### config.mk
export PLATFORM = sky130hd
export DESIGN_NAME = fic_top
export DESIGN_NICKNAME = d
export VERILOG_FILES = /design/src/fic_pkg.sv /design/src/fic_top.sv
export SDC_FILE = /design/constraint.sdc
export NUM_CORES = 1
export LEC_CHECK = 0
export ABC_AREA = 1
export BUFFER_PORTS_ARGS = -buffer_cell sky130_fd_sc_hd__buf_2
export CAP_MARGIN = 10
export CORE_MARGIN = 1
export CORE_UTILIZATION = 40
export CTS_CLUSTER_SIZE = 14
export DETAILED_ROUTE_END_ITERATION = 12
export GPL_ROUTABILITY_DRIVEN = 0
export HOLD_SLACK_MARGIN = 0.06
export PLACE_DENSITY = 0.69
export SLEW_MARGIN = 10
export SYNTH_ARGS = -nofsm -noshare
export SYNTH_HDL_FRONTEND = slang
export SYNTH_SLANG_ARGS = --single-unit
### constraint.sdc
create_clock -name clk -period 3.9 [get_ports clk]
set_clock_uncertainty 0.15 [all_clocks]
set_input_delay 0 -clock clk [delete_from_list [all_inputs] [get_ports clk]]
set_output_delay 0 -clock clk [all_outputs]
set_load 0.05 [all_outputs]
### src/fic_pkg.sv
// constants for the fault / interrupt configuration and status block.
// assumes an 8-bit register port and one 50 MHz clock.
package fic_pkg;
   // register offsets
   localparam logic [7:0] ADDR_RATIO_HIGH  = 8'h40;
   localparam logic [7:0] ADDR_RATIO_LOW   = 8'h41;
   localparam logic [7:0] ADDR_INT_CFG     = 8'h42;
   localparam logic [7:0] ADDR_DAC_CFG     = 8'h43;
   localparam logic [7:0] ADDR_MUTE_CFG    = 8'h4b;
   localparam logic [7:0] ADDR_LATCHED     = 8'h50;
   localparam logic [7:0] ADDR_MASK        = 8'h51;
   localparam logic [7:0] ADDR_LIVE        = 8'h52;
   localparam logic [7:0] ADDR_REPOWER     = 8'h53;

   // reset values
   localparam logic [7:0] RST_INT_CFG      = 8'h00;
   localparam logic [7:0] RST_DAC_CFG      = 8'h54;
   localparam logic [7:0] RST_MUTE_CFG     = 8'h00;
   localparam logic [7:0] RST_MASK         = 8'h00;

   // writable bits of each register; reserved bits read as zero
   localparam logic [7:0] WMASK_INT_CFG    = 8'hff;
   localparam logic [7:0] WMASK_DAC_CFG    = 8'h77;
   localparam logic [7:0] WMASK_MUTE_CFG   = 8'h18;

   // interrupt configuration fields
   localparam int INTERRUPT_POLARITY_BIT    = 7;
   localparam int INT_STYLE_HI   = 6;
   localparam int INT_STYLE_LO   = 5;
   localparam int ADC_PD_HI      = 4;
   localparam int ADC_PD_LO      = 3;
   localparam int READ_SEL_BIT   = 2;
   localparam int ADC_RCV_BIT    = 1;
   localparam int CLR_SEL_BIT    = 0;

   // dac fault configuration fields
   localparam int DAC_PD_HI      = 6;
   localparam int DAC_PD_LO      = 5;
   localparam int DAC_RCV_BIT    = 4;
   localparam int DAC_FLAG_BIT   = 3;
   localparam int PU_INHIBIT_BIT = 2;
   localparam int DAC_DET_DIS    = 1;
   localparam int REG_DET_DIS    = 0;

   // overload mute fields
   localparam int CH1_MUTE_BIT   = 4;
   localparam int CH2_MUTE_BIT   = 3;

   // re-power command bits
   localparam int REPOWER_ADC    = 0;
   localparam int REPOWER_DAC    = 1;

   // interrupt source positions
   localparam int NSRC           = 8;
   localparam logic [7:0] GRP_ADC_FAULT = 8'h07;
   localparam logic [7:0] GRP_DAC_FAULT = 8'h18;
   localparam logic [7:0] SRC_DRV_VG    = 8'h08;
   localparam logic [7:0] SRC_REG_SC    = 8'h20;

   typedef enum logic [1:0] {
      FIC_STYLE_LATCHED = 2'd0,
      FIC_STYLE_LIVE    = 2'd1,
      FIC_STYLE_REPEAT  = 2'd2,
      FIC_STYLE_ONESHOT = 2'd3
   } fic_style_t;

   typedef enum logic [1:0] {
      FIC_PD_OFF      = 2'd0,
      FIC_PD_UNMASKED = 2'd1,
      FIC_PD_ALL      = 2'd2,
      FIC_PD_RSVD     = 2'd3
   } fic_pd_t;

   // interrupt pulse timing
   localparam int CLK_HZ         = 50_000_000;
   localparam int PULSE_MS       = 2;
   localparam int PERIOD_MS      = 4;
   localparam int PULSE_CYCLES   = CLK_HZ / 1000 * PULSE_MS;
   localparam int PERIOD_CYCLES  = CLK_HZ / 1000 * PERIOD_MS;
   localparam int CNT_W          = 24;
endpackage : fic_pkg

### src/fic_top.sv
// fault and interrupt configuration, latched status and fault power-down.
// assumes ratio, recovery and power-up inputs come from logic on clk;
// fault/interrupt live sources are asynchronous and are synchronised here.
//
// Design decision made here: the address-and-strobe port.
`timescale 1ns/100ps
module fic_top #(
   parameter int PULSE_CNT  = fic_pkg::PULSE_CYCLES,
   parameter int PERIOD_CNT = fic_pkg::PERIOD_CYCLES
) (
   input  wire logic        clk,
   input  wire logic        resetn,
   input  wire logic [7:0]  reg_addr,
   input  wire logic [7:0]  reg_wdata,
   input  wire logic        reg_wr,
   input  wire logic        reg_rd,
   output logic      [7:0]  reg_rdata,
   input  wire logic [13:0] ratio_value,
   input  wire logic [7:0]  source_live,
   input  wire logic        dac_powering_up,
   input  wire logic        adc1_overload_recovery,
   input  wire logic        adc2_overload_recovery,
   output logic             interrupt_out,
   output logic             adc_micbias_powerdown,
   output logic             dac_powerdown,
   output logic             adc1_mute,
   output logic             adc2_mute
);

   typedef struct packed {
      logic [7:0]                  int_cfg;
      logic [7:0]                  dac_cfg;
      logic [7:0]                  mute_cfg;
      logic [7:0]                  mask;
      logic [7:0]                  latched;
      logic [7:0]                  live_s1;
      logic [7:0]                  live_s2;
      logic [7:0]                  live_prev;
      logic                        adc_pd;
      logic                        dac_pd;
      logic [fic_pkg::CNT_W-1:0]   period_cnt;
      logic [fic_pkg::CNT_W-1:0]   shot_cnt;
      logic [7:0]                  rdata;
      logic                        irq;
      logic                        mute1;
      logic                        mute2;
   } fic_state_t;

   fic_state_t q;
   fic_state_t d;

   localparam logic [fic_pkg::CNT_W-1:0] PULSE_LEN  =
      fic_pkg::CNT_W'(PULSE_CNT);
   localparam logic [fic_pkg::CNT_W-1:0] PERIOD_LEN =
      fic_pkg::CNT_W'(PERIOD_CNT);

   logic [7:0]          live_f;
   logic [7:0]          unmasked;
   logic [7:0]          new_evt;
   logic [7:0]          shown;
   logic [7:0]          clr;
   logic [7:0]          adc_flt;
   logic [7:0]          dac_flt;
   logic                adc_fault;
   logic                dac_fault;
   logic                irq_act;
   logic                rd_latched;
   fic_pkg::fic_style_t style;
   fic_pkg::fic_pd_t    adc_mode;
   fic_pkg::fic_pd_t    dac_mode;

   always_comb begin
      d = q;
      style    = fic_pkg::fic_style_t'(q.int_cfg[fic_pkg::INT_STYLE_HI:
                                                 fic_pkg::INT_STYLE_LO]);
      adc_mode = fic_pkg::fic_pd_t'(q.int_cfg[fic_pkg::ADC_PD_HI:
                                              fic_pkg::ADC_PD_LO]);
      dac_mode = fic_pkg::fic_pd_t'(q.dac_cfg[fic_pkg::DAC_PD_HI:
                                              fic_pkg::DAC_PD_LO]);

      // synchroniser; only live_s2 feeds logic
      d.live_s1   = source_live;
      d.live_s2   = q.live_s1;

      // detection disables gate the sources before anything sees them
      live_f = q.live_s2;
      if (q.dac_cfg[fic_pkg::DAC_DET_DIS]) begin
         live_f = live_f & ~fic_pkg::GRP_DAC_FAULT;
      end
      if (q.dac_cfg[fic_pkg::REG_DET_DIS]) begin
         live_f = live_f & ~fic_pkg::SRC_REG_SC;
      end
      d.live_prev = live_f;
      unmasked    = ~q.mask;
      new_evt     = live_f & ~q.live_prev;

      // latched readback view and clear-on-read
      shown = q.int_cfg[fic_pkg::READ_SEL_BIT] ?
              (q.latched & unmasked) : q.latched;
      rd_latched = reg_rd && (reg_addr == fic_pkg::ADDR_LATCHED);
      clr = 8'h00;
      if (rd_latched) begin
         clr = q.int_cfg[fic_pkg::CLR_SEL_BIT] ?
               shown : (shown & ~live_f);
      end
      // a new event in the clearing cycle survives
      d.latched = (q.latched & ~clr) | new_evt;

      // fault selection per power-down mode
      case (adc_mode)
         fic_pkg::FIC_PD_UNMASKED: adc_flt = live_f & unmasked;
         fic_pkg::FIC_PD_ALL:      adc_flt = live_f;
         default:                  adc_flt = 8'h00;
      endcase
      case (dac_mode)
         fic_pkg::FIC_PD_UNMASKED: dac_flt = live_f & unmasked;
         fic_pkg::FIC_PD_ALL:      dac_flt = live_f;
         default:                  dac_flt = 8'h00;
      endcase
      if (dac_powering_up && q.dac_cfg[fic_pkg::PU_INHIBIT_BIT]) begin
         dac_flt = dac_flt & ~fic_pkg::SRC_DRV_VG;
      end
      adc_fault = |(adc_flt & fic_pkg::GRP_ADC_FAULT);
      dac_fault = |(dac_flt & fic_pkg::GRP_DAC_FAULT);

      // power-down with auto or manual recovery; fault wins over re-power
      if (!q.int_cfg[fic_pkg::ADC_RCV_BIT]) begin
         d.adc_pd = adc_fault;
      end else begin
         d.adc_pd = q.adc_pd;
         if (reg_wr && reg_addr == fic_pkg::ADDR_REPOWER &&
             reg_wdata[fic_pkg::REPOWER_ADC]) begin
            d.adc_pd = 1'b0;
         end
         d.adc_pd = d.adc_pd | adc_fault;
      end
      if (!q.dac_cfg[fic_pkg::DAC_RCV_BIT]) begin
         d.dac_pd = dac_fault;
      end else begin
         d.dac_pd = q.dac_pd;
         if (reg_wr && reg_addr == fic_pkg::ADDR_REPOWER &&
             reg_wdata[fic_pkg::REPOWER_DAC]) begin
            d.dac_pd = 1'b0;
         end
         d.dac_pd = d.dac_pd | dac_fault;
      end

      // repeat timer runs only while something is pending
      if (|(q.latched & unmasked)) begin
         d.period_cnt = (q.period_cnt >= PERIOD_LEN - 1'b1) ?
                        '0 : q.period_cnt + 1'b1;
      end else begin
         d.period_cnt = '0;
      end
      // one-shot restarts on each unmasked event
      if (|(new_evt & unmasked)) begin
         d.shot_cnt = PULSE_LEN;
      end else if (q.shot_cnt != '0) begin
         d.shot_cnt = q.shot_cnt - 1'b1;
      end

      case (style)
         fic_pkg::FIC_STYLE_LATCHED:
            irq_act = |(q.latched & unmasked);
         fic_pkg::FIC_STYLE_LIVE:
            irq_act = |(live_f & unmasked);
         fic_pkg::FIC_STYLE_REPEAT:
            irq_act = |(q.latched & unmasked) &&
                      (q.period_cnt < PULSE_LEN);
         fic_pkg::FIC_STYLE_ONESHOT:
            irq_act = (q.shot_cnt != '0);
         default:
            irq_act = 1'b0;
      endcase
      d.irq = q.int_cfg[fic_pkg::INTERRUPT_POLARITY_BIT] ? irq_act : ~irq_act;

      d.mute1 = q.mute_cfg[fic_pkg::CH1_MUTE_BIT] &&
                adc1_overload_recovery;
      d.mute2 = q.mute_cfg[fic_pkg::CH2_MUTE_BIT] &&
                adc2_overload_recovery;

      // writes; reserved bits are dropped, so stray ones do no harm
      if (reg_wr) begin
         case (reg_addr)
            fic_pkg::ADDR_INT_CFG:
               d.int_cfg = reg_wdata & fic_pkg::WMASK_INT_CFG;
            fic_pkg::ADDR_DAC_CFG:
               d.dac_cfg = reg_wdata & fic_pkg::WMASK_DAC_CFG;
            fic_pkg::ADDR_MUTE_CFG:
               d.mute_cfg = reg_wdata & fic_pkg::WMASK_MUTE_CFG;
            fic_pkg::ADDR_MASK:
               d.mask = reg_wdata;
            default: ;
         endcase
      end

      // read data stand for one cycle only
      d.rdata = 8'h00;
      if (reg_rd) begin
         case (reg_addr)
            fic_pkg::ADDR_RATIO_HIGH:
               d.rdata = {2'b00, ratio_value[13:8]};
            fic_pkg::ADDR_RATIO_LOW:
               d.rdata = ratio_value[7:0];
            fic_pkg::ADDR_INT_CFG:
               d.rdata = q.int_cfg;
            fic_pkg::ADDR_DAC_CFG: begin
               d.rdata = q.dac_cfg;
               d.rdata[fic_pkg::DAC_FLAG_BIT] = q.dac_pd;
            end
            fic_pkg::ADDR_MUTE_CFG:
               d.rdata = q.mute_cfg;
            fic_pkg::ADDR_LATCHED:
               d.rdata = shown;
            fic_pkg::ADDR_MASK:
               d.rdata = q.mask;
            fic_pkg::ADDR_LIVE:
               d.rdata = live_f;
            default:
               d.rdata = 8'h00;
         endcase
      end
   end

   always_ff @(posedge clk) begin
      if (!resetn) begin
         q            <= '0;
         q.int_cfg    <= fic_pkg::RST_INT_CFG;
         q.dac_cfg    <= fic_pkg::RST_DAC_CFG;
         q.mute_cfg   <= fic_pkg::RST_MUTE_CFG;
         q.mask       <= fic_pkg::RST_MASK;
         q.irq        <= 1'b1;
      end else begin
         q <= d;
      end
   end

   assign reg_rdata             = q.rdata;
   assign interrupt_out         = q.irq;
   assign adc_micbias_powerdown = q.adc_pd;
   assign dac_powerdown         = q.dac_pd;
   assign adc1_mute             = q.mute1;
   assign adc2_mute             = q.mute2;

endmodule : fic_top

# Word level (Yosys, flattened, before mapping)
# Index checks and enable logic that the tools add are counted.
# classes
bitwise	16
n_reduce_logical	23
addsub	2
n_lt_le_gt_ge	2
muxes	19
n_eq_ne	16
# ops
operator	n
$eq A8 B7 Y1 const B	9
$pmux W8 S8	1
$and A8 B8 Y8	6
$mux W17	2
$not A8 Y8	4
$add A24 B1 Y24 const B	1
$ge A24 B18 Y1 const B	1
$lt A24 B17 Y1 const B	1
$mux W8	3
$reduce_bool A24 Y1	1
$reduce_or A8 Y1	3
$sub A24 B1 Y24 const B	1
$pmux W5 S2	1
$reduce_and A2 Y1	5
$reduce_or A9 Y1	1
$eq A2 B2 Y1 const B	4
$logic_and A1 B1 Y1	8
$or A8 B8 Y8	1
$mux W1	7
$eq A2 B1 Y1 const B	3
$mux W6	1
$pmux W3 S2	1
$reduce_or A3 Y1	2
$mux W5	1
7 further kinds	10
# word_totals
out_inout_bits	13
word_cells	95
ff_bits	117
inputBits	45

# Longest topological paths before layout
# Gate-level depths: netlist of run 1.
# depth
word_depth	9
depth_mapped	12
mapped_depth_nobuf	12

# Least setup slack after synthesis of run 1
# OpenSTA, ideal clock, no wires.
# synth_path
path_type	flip-flop to flip-flop
from	reg q[11] in the netlist's numbering
to	reg q, in the netlist interrupt_out
setup_ps	133
required_time_ps	3617
path_slack_ps	2138
arrival_ps	1479
period_less_slack_ps	1762
path_buffers	0
path_stages_with_launch	12
path_cell_list	dfxtp_1 -> inv_1 -> ha_1 -> nand3_4 -> nor2_4 -> nand3_2 -> nor2_2 -> nand2_1 -> nand2_1 -> nand2_1 -> nand2_1 -> nand3_1
# synth_via
elab_chain_len	4
# synth_lines
element	line_no	rtl
start, declared	fic_top.sv:49	fic_state_t q;
$reduce_bool A24 Y1 *	fic_top.sv:171	irq_act = (q.shot_cnt != '0);
$pmux W1 S4 *	fic_top.sv:162	case (style)
$not A1 Y1	fic_top.sv:175	d.irq = q.int_cfg[fic_pkg::INTERRUPT_POLARITY_BIT] ? irq_act : ~irq_act;
$mux W1 *	fic_top.sv:175	
# Mark *: on every way between the ends. The rest lies on a longest branch, timed or not.
# A chain may end at the register's enable or synchronous reset.

# Worst setup path in the final report of run 1
# layout_path
from	in reg_addr[5]
to	reg q, in the netlist reg_rdata[4]
# layout_via
elab_chain_len	2
elab_cells_between_ends	9
cone_classes	eq/ne (8); mux (1)
# layout_lines
element	line_no	rtl
start, declared	fic_top.sv:13	input wire logic [7:0] reg_addr,
$eq A8 B7 Y1	fic_top.sv:200	case (reg_addr)
$pmux W8 S8 *	fic_top.sv:200	
# Marks and branches as above.

==> results.md, run 1 <==
Power:
- The total power is 3.24 mW.
- The maximum vdd drop is 0.544 mV.
- The reported net switching power is 0.852 mW.
- The power density over the cells is 445 mW/mm^2.
- The static power due to leakage is 3.24 nW.
- The share of total power in combinational logic is 0.109.
- Of the total power, the clock network draws 0.502.
- The cell-internal power is 2.39 mW.
- Of the total power, registers draw 0.390.
- Of the total power, the share spent switching nets is 0.263.

GRT:
- The via count of the first global-routing pass is 5185.
- The overall global routing resource usage is 0.211.
- The global-route wire length before repair is 23700 microns.
- The number of antenna violations at the first check in global routing came to 0.
- After global routing the overflow that remains totals 0.
- Entering global routing, the biggest net connects 33 pins.

Synth:
- In the post-synthesis netlist, the biggest area contributors are dfxtp_1 (41%), nand2_1 (9.9%), nor2_1 (8.2%).
- Of all cell types, the one taking the most synthesized area is dfxtp_1.
- The proportion of register bits with asynchronous set or reset after synthesis is 0.
- Among all flip-flop cells after synthesis, the most frequent one is dfxtp_1.
- Of the post-synthesis cell area, the dominant cell type holds 0.414.
- The synthesis-stage register bit count is 117.
- The most numerous cell in the Yosys netlist is nand2_1.
- A synthesized cell averages 7.19 sq um.
- The count of yosys warnings during synthesis is 0.
- The sequential fraction of the synthesis area is 0.414.
- After synthesis, the most frequently instantiated cells are nand2_1 (150), nor2_1 (124), dfxtp_1 (117).
- The number of flops mapped to enable cells by yosys is 0.
- The number of distinct library cells after synthesis is 45.
- The count of mapped cells out of synthesis is 788.
- The total standard cell area after synthesis is 0.00566 sq mm.

Cells and area:
- Of the cells placed in the final design, the portion with a size suffix greater than 1 is 0.145.
- The number of nets in the layout is 960.
- The layout has 1287 filler cells.
- The number of antenna cells inserted is 0.
- From synthesis to final layout, the design area changed by 28.6%.
- The post-route standard cell area excluding fillers is 0.00728 sq mm.

Worst hold path:
- The instance count along the most critical hold path is 7.
- The path with the worst hold slack has its endpoint at dac_powerdown.
- The tightest min-delay check is of the in -> reg type.
- The beginning of the worst hold path is reg_addr[7].

Critical path:
- STA classifies the critical path endpoint as a flip-flop.
- The startpoint identified for the worst register-to-register timing path is q[119].
- Of all nets on the critical path, the largest fanout is 6.
- Among all stages on the critical path, the largest delay is contributed by dlygate4sd3_1.
- STA puts the critical path data required time at 4.11 ns.
- The cell family contributing the most delay on the critical path is buffers and inverters.
- STA classifies the critical path startpoint as a primary input.
- The worst register-to-register path has a depth of 8.
- The signal arrival time at the worst endpoint is 3.19 ns.
- The delay contributed by the slowest stage of the critical path is 0.76 ns.
- The endpoint identified for the worst register-to-register timing path is reg_rdata[1].
- The minimum setup slack among reg-to-reg paths is 1.84 ns.
- The kind of critical path is in -> reg.
- The number of stages on the worst setup path is 10.
- Traced cell by cell, the critical path runs through dlygate4sd3_1 -> buf_2 -> nor3_4 -> dlygate4sd3_1 -> nand3_1 -> nand2_1 -> dlygate4sd3_1 -> nor2_1 -> a21oi_1 -> dlygate4sd3_1.
- In this design, the critical path's most frequently occurring cell is dlygate4sd3_1.
- The buffers plus inverters on the worst setup path is 5.

Timing:
- Setup repair after global routing left no endpoint under its margin.
- Hold timing on the final database bottoms out at a slack of 0.0889 ns.
- The worst pin sits at a relative slew slack of 0.650.
- The upper clock frequency limit is 0.336 GHz.
- In the finished design, the share of the clock period the worst path needs comes to 0.763.
- The number of hold-slack violations in the final timing report came to 0.
- The count of pins over their slew limit is 0.
- The clock period minus final worst setup slack is 2.98 ns.
- The transition time at the pin with the least slew margin is 0.524 ns.
- After routing, the total negative slack on setup checks comes to 0 ns.
- The setup violation total in the final timing report is 0.

Clock tree:
- In this run the clock root is driven by a clkbuf_16.
- The clock network latency to the later pin of the worst-skew pair is 0.42 ns.
- The CTS buffer count is 17.
- The TritonCTS clock tree is yes.
- For this design, the sink count on the clock tree is 117.
- CTS built an H-tree with a depth of 4.
- The clock slew at the register clock pins of the worst setup and hold paths is 0.06 ns.
- In this run the deepest clock path goes through 2 buffers.

Floorplan:
- During I/O placement, the number of pins put on the boundary was 58.
- The total area inside the core boundary comes to 0.0138 sq mm.
- The number of core rows is 43.
- In this run the vertical extent of the chip is 121 microns.
- The horizontal extent of the die is 121 microns.
- The initial cell density of the core is 0.410.
- The floorplan step defined a die boundary enclosing 0.0146 sq mm.

Drt:
- After detailed routing, the number of remaining DRC violations is 0.
- The aggregate routed wire length is 14400 microns.
- Dividing the detail-routed via count by the number of cells gives 4.91.
- The number of DRC markers in iteration 0 is 380.
- The average wire per cell in the routed design is 13.1 microns.
- The first-pass iteration count of the detailed router is 6.
- Once detail routing completed, the nets flagged for antenna violations numbered 0.
- The via count is 5410.

Job:
- The tool flagged a number of max-cap violations equal to 0.

Placement:
- In this run the cell area measured after placement is 0.00606 sq mm.
- Detailed placement finished with a half-perimeter wire length of 10100 microns.
- The number of port buffers is 57.

Outcome:
- The flow ran to the end, and the final reports show no timing, DRC or antenna violations.
how the worst max path moves through the flow:
stage / end / slack [ns] / startpoint
floorplan: interrupt_out / 2.14 / q[11]
detailed placement: interrupt_out / 1.96 / q[11]
global placement: interrupt_out / 2.01 / q[11]
CTS: reg_rdata[4] / 0.96 / reg_addr[5]
global route: reg_rdata[4] / 0.80 / reg_addr[5]
finish: reg_rdata[4] / 0.92 / reg_addr[5]
cells in the final DEF, fill, tap and decap left out, types with 11 or more instances in the layout:
| cell | n |
|---|---|
| xor2_1 | 18 |
| nor3_1 | 14 |
| clkbuf_16 | 17 |
| dlygate4sd3_1 | 60 |
| nand2_1 | 150 |
| nor2_1 | 124 |
| inv_1 | 111 |
| dfxtp_1 | 117 |
| nor2_2 | 11 |
| nand3_1 | 42 |
| a21oi_1 | 46 |
| o21ai_0 | 40 |
| buf_2 | 57 |
per-layer routing:
metal	global-route usage	vias up	wire length (microns)
met5	0	-	0
met3	0.0550	42	978
met2	0.355	206	6800
met4	0.113	0	518
met1	0.243	2415	6130
li1	-	2747	-
power groups by stage:
stage / registers, mW / logic [mW] / clock network [mW]
floorplan: 1.29 / 0.229 / 0
global placement: 1.29 / 0.317 / 0
detailed placement: 1.29 / 0.319 / 0
CTS: 1.26 / 0.351 / 1.65
global route: 1.26 / 0.394 / 1.70
finish: 1.26 / 0.352 / 1.62
repair_timing:
action	in CTS	in global routing
hold endpoints to repair	72	0
buffers inserted	0	0
gates resized for setup	0	0
hold buffers	60	0
state kept, by name (all words and copies together), names as in the netlist:
| name | cells |
|---|---|
| adc1_mute | 1 |
| d | 8 |
| reg_rdata | 8 |
| adc2_mute | 1 |
| dac_mode | 2 |
| adc_micbias_powerdown | 1 |
| dac_powerdown | 1 |
| interrupt_out | 1 |
| q | 92 |
| adc_mode | 2 |
cells by family (layout without fill, tap and decap cells):
family | after synthesis | in the layout | share of synthesized area
buffers and inverters | 137 | 266 | 0.101
xor gates and xnor gates | 28 | 28 | 0.0433
and+or+nand+nor | 379 | 379 | 0.308
DFF | 117 | 117 | 0.414
AOI/OAI and AO/OA | 120 | 120 | 0.120
adders and majority gates | 6 | 6 | 0.0133
other | 1 | 6 | 0.000662
layout make-up:
cell class                 count  area [sq um]  share of cell area
clock buffer                  17           425              0.0584
inverter                     116           435              0.0598
sequential                   117          2340               0.322
clock inverter                15           191              0.0263
timing repair buffer         118           893               0.123
multi-input combinational    539          2770               0.380
tap                          180           225              0.0309
worst min-delay path: stages:
cell and delay, ns:
buf_2 0.09, nor2_1 0.05, nand3_1 0.13, nor2_1 0.07
nand3_1 0.09, nand3_1 0.08, a21oi_1 0.11
per-stage QoR:
stage                      util  setup WS (ns)  instances
after detailed placement  0.439           1.96       1010
after floorplan               -           2.14        793
after global routing      0.527          0.799       1102
final                     0.527          0.924       1102
after global placement    0.439           2.01       1010
after CTS                 0.527          0.961       1102
No activity file was read; power rests on OpenSTA's default activity.
==> run 2: changes to the inputs <==
PLACE_DENSITY = 0.71   (was 0.69)
clock period = 2.7 ns   (was 3.9 ns; I/O delays follow)
==> results.md, run 2 (synthesis gave the netlist of run 1 again) <==
Outcome:
- The flow ran to the end, and the final reports show no timing, DRC or antenna violations.

Timing:
- The setup violation total in the final timing report is 0 (unchanged).
- Dividing the final minimum period by the clock period gives 0.946.
- The upper clock frequency limit is 0.392 GHz.
- The relative max-transition margin is 0.620 (-0.0297).
- The number of hold-slack violations in the final timing report is 0 (unchanged).
- The count of pins over their slew limit came to 0 (unchanged).
- The clock period minus final worst setup slack is 2.55 ns.
- The post-route setup TNS came to 0 ns (unchanged).
- The transition time at the pin with the least slew margin is 0.568 ns (+0.0443 ns).
- The post-layout worst setup margin is 0.146 ns (-0.778 ns).
- Setup repair after global routing left no endpoint under its margin.

Power:
- The share of power burned in the clock network is 0.474 (-0.028).
- The share of total power in combinational logic is 0.117 (+0.008).
- The maximum vdd drop is 0.495 mV (-9.0%).
- The cell-internal power is 3.26 mW (+36%).
- The static power due to leakage is 3.22 nW (-0.62%).
- The power density over the cells is 612 mW/mm^2 (+38%).
- The net switching fraction of the power came to 0.269 (+0.00628).
- The sequential share of power is 0.409 (+0.019).
- The reported net switching power is 1.20 mW (+41%).

Placement:
- The post-placement setup slack is 0.745 ns (-1.22 ns).
- The HPWL after detailed placement is 10100 microns (+0.20%).
- The instance count after placement with tap cells included is 1010 (unchanged).
- The number of port buffers is 57 (unchanged).
- The post-detailed-placement cell area is 0.00606 sq mm (unchanged).

Critical path:
- The signal arrival time at the worst endpoint is 2.76 ns (-0.43 ns).
- The worst-path maximum fanout was 9 (+3).
- In this run the critical register-to-register path is launched from q[119].
- The cell family with the largest share of critical-path delay is buffers and inverters.
- The signal on the critical path passes through dlygate4sd3_1 -> buf_2 -> nor2_1 -> nand3_1 -> nor2_4 -> nand2_1 -> nand2_1 -> dlygate4sd3_1 -> nor2_1 -> a21oi_1 -> dlygate4sd3_1.
- The type of destination of the critical path is a flip-flop.
- The number of stages on the worst setup path is 11 (+1).
- The most numerous cell on the critical path is dlygate4sd3_1.
- The delay contributed by the slowest stage of the critical path is 0.55 ns (-0.21 ns).
- The buffers plus inverters on the worst setup path was 4 (-1).
- The worst reg2reg path endpoint is reg_rdata[1].
- The worst setup path is of the in -> reg kind.
- The critical path endpoint is reg_rdata[4].
- The path depth of the worst reg2reg path is 8 (unchanged).
- The minimum setup slack among reg-to-reg paths is 0.62 ns (-1.22 ns).
- The launch point of the worst path is reg_addr[3].
- The slowest library cell on the worst path is dlygate4sd3_1.
- The critical path data required time is 2.91 ns (-1.20 ns).
- The worst setup path is launched from a primary input.

Floorplan:
- The horizontal extent of the die is 121 microns (unchanged).
- The number of core rows is 43 (unchanged).
- The die footprint was 0.0146 sq mm (unchanged).
- The die extent in y is 121 microns (unchanged).
- The I/O pin total is 58 (unchanged).
- The area of the core came to 0.0138 sq mm (unchanged).
- The initial cell density of the core is 0.410 (unchanged).

Cells and area:
- The top cell types in the final layout, fill and taps aside, are nand2_1 (150), nor2_1 (124), dfxtp_1 (117), inv_1 (111), dlygate4sd3_1 (61).
- The ratio of cells with drive above 1 in the final layout was 0.149 (+0.00337).
- The post-route standard cell area excluding fillers is 0.00728 sq mm (about the same).
- The number of antenna cells inserted is 0 (unchanged).
- The fill cell total of the finished layout came to 1295 (+0.62%).
- The layout overhead on the synthesized area is 28.5% (about the same).
- The flip-flop count of the largest register, all copies and words added came to 92 (unchanged).
- The final standard cell utilization of the core is 0.526 (about the same).
- More flip-flops sit in one register than any other, and that register is q.
- The number of standard cells in the final layout excluding fillers is 1108 (+0.54%).
- The number of nets in the layout came to 966 (+0.63%).
- The most common cell after layout, fill and taps aside is nand2_1.

Clock tree:
- The clock slew at the register clock pins of the worst setup and hold paths is 0.06 ns (about the same).
- The clock network latency to the later pin of the worst-skew pair is 0.42 ns (about the same).
- In this run the clock root is driven by a clkbuf_16.
- The count of H-tree levels built during CTS is 4 (unchanged).
- The maximum buffer depth of the clock tree is 2 (unchanged).
- The CTS buffer count is 17 (unchanged).
- The number of sinks driven by the clock tree is 117 (unchanged).
- The TritonCTS clock tree is yes.

Drt:
- The antenna violation net count after detailed routing is 0 (unchanged).
- The number of DRC markers in iteration 0 was 486 (+28%).
- The aggregate routed wire length is 15200 microns (+5.3%).
- The via density per instance is 4.99 (+1.6%).
- The average wire per cell in the routed design is 13.7 microns (+4.7%).
- The first-pass iteration count of the detailed router was 5 (-1).
- The via count is 5528 (+2.2%).
- The total DRC errors in the routed layout came to 0 (unchanged).

GRT:
- The via count of the first global-routing pass is 5225 (+0.77%).
- The number of antenna violations at the first check in global routing was 0 (unchanged).
- The overall global routing resource usage is 0.218 (+0.00701).
- The overflow left after global routing was 0 (unchanged).
- The maximum number of pins on one net before global-route repair is 26 (-21%).
- The global-route wire length before repair was 24600 microns (+3.7%).

Job:
- The count of max-cap constraint violations is 0 (unchanged).

Worst hold path:
- The tightest min-delay check is of the in -> reg type.
run 2: changes by cell type in the layout (fill, tap and decap cells not counted), sizes merged:
cell | before | now
dlygate4sd3 | 60 | 61
buf | 58 | 63
clkinv | 4 | 6
bufinv | 3 | 1
clkinvlp | 3 | 5
clkbuf | 17 | 18
inv | 121 | 118
run 2: final cells by class:
cell class | count | area (sq um) | share of cell area
repair buffers | 124 | 941 | 0.129
clock buffers | 18 | 429 | 0.0590
clock inverters | 14 | 130 | 0.0179
inverters | 116 | 435 | 0.0598
well taps | 180 | 225 | 0.0309
flip-flops and latches | 117 | 2340 | 0.322
multi-input cells | 539 | 2770 | 0.381
run 2: per-stage QoR:
stage / hold slack, ns / power, mW
floorplan: -0.0524 / 2.19
global placement: 0.0299 / 2.31
detailed placement: 0.0353 / 2.32
CTS: 0.0944 / 4.48
global route: 0.200 / 4.64
finish: 0.117 / 4.46
run 2: per-layer routing:
| layer | vias to the layer above | global-route usage | wire (microns) |
|---|---|---|---|
| met1 | 2480 | 0.259 | 6390 |
| met2 | 234 | 0.355 | 7170 |
| li1 | 2760 | - | - |
| met3 | 54 | 0.0540 | 995 |
| met5 | - | 0 | 0 |
| met4 | 0 | 0.124 | 620 |
run 2: how the worst min path moves through the flow:
stage	startpoint	endpoint	slack, ns	cells after the start
finish	reg_addr[6]	q[117]	0.12	5
global route	source_live[4]	d[73]	0.20	4
CTS	reg_addr[6]	q[105]	0.09	8
detailed placement	source_live[1]	d[70]	0.04	3
global placement	source_live[3]	d[72]	0.03	3
floorplan	source_live[0]	d[69]	-0.05	2
run 2: repair_timing:
item | CTS | global route
hold buffers | 62 | 0
hold endpoints to repair | 64 | 0
setup buffers | 0 | 5
gates resized for setup | 0 | 1
setup endpoints to repair | 0 | 2
run 2: power by group through the flow:
stage / logic, mW / registers, mW / clock network [mW]
after floorplan: 0.330 / 1.86 / 0
after global placement: 0.456 / 1.86 / 0
after detailed placement: 0.457 / 1.86 / 0
after CTS: 0.510 / 1.82 / 2.15
after global routing: 0.582 / 1.83 / 2.23
final: 0.522 / 1.82 / 2.11
run 2: worst reg2reg max path, cell delays in order (launching register included):
cell and delay (ns):
dfxtp_1 0.35, inv_1 0.30, nand2_1 0.09, nand2_1 0.08, nand2_1 0.06, o21ai_0 0.14
nor2_1 0.08, a21oi_1 0.20, dlygate4sd3_1 0.57
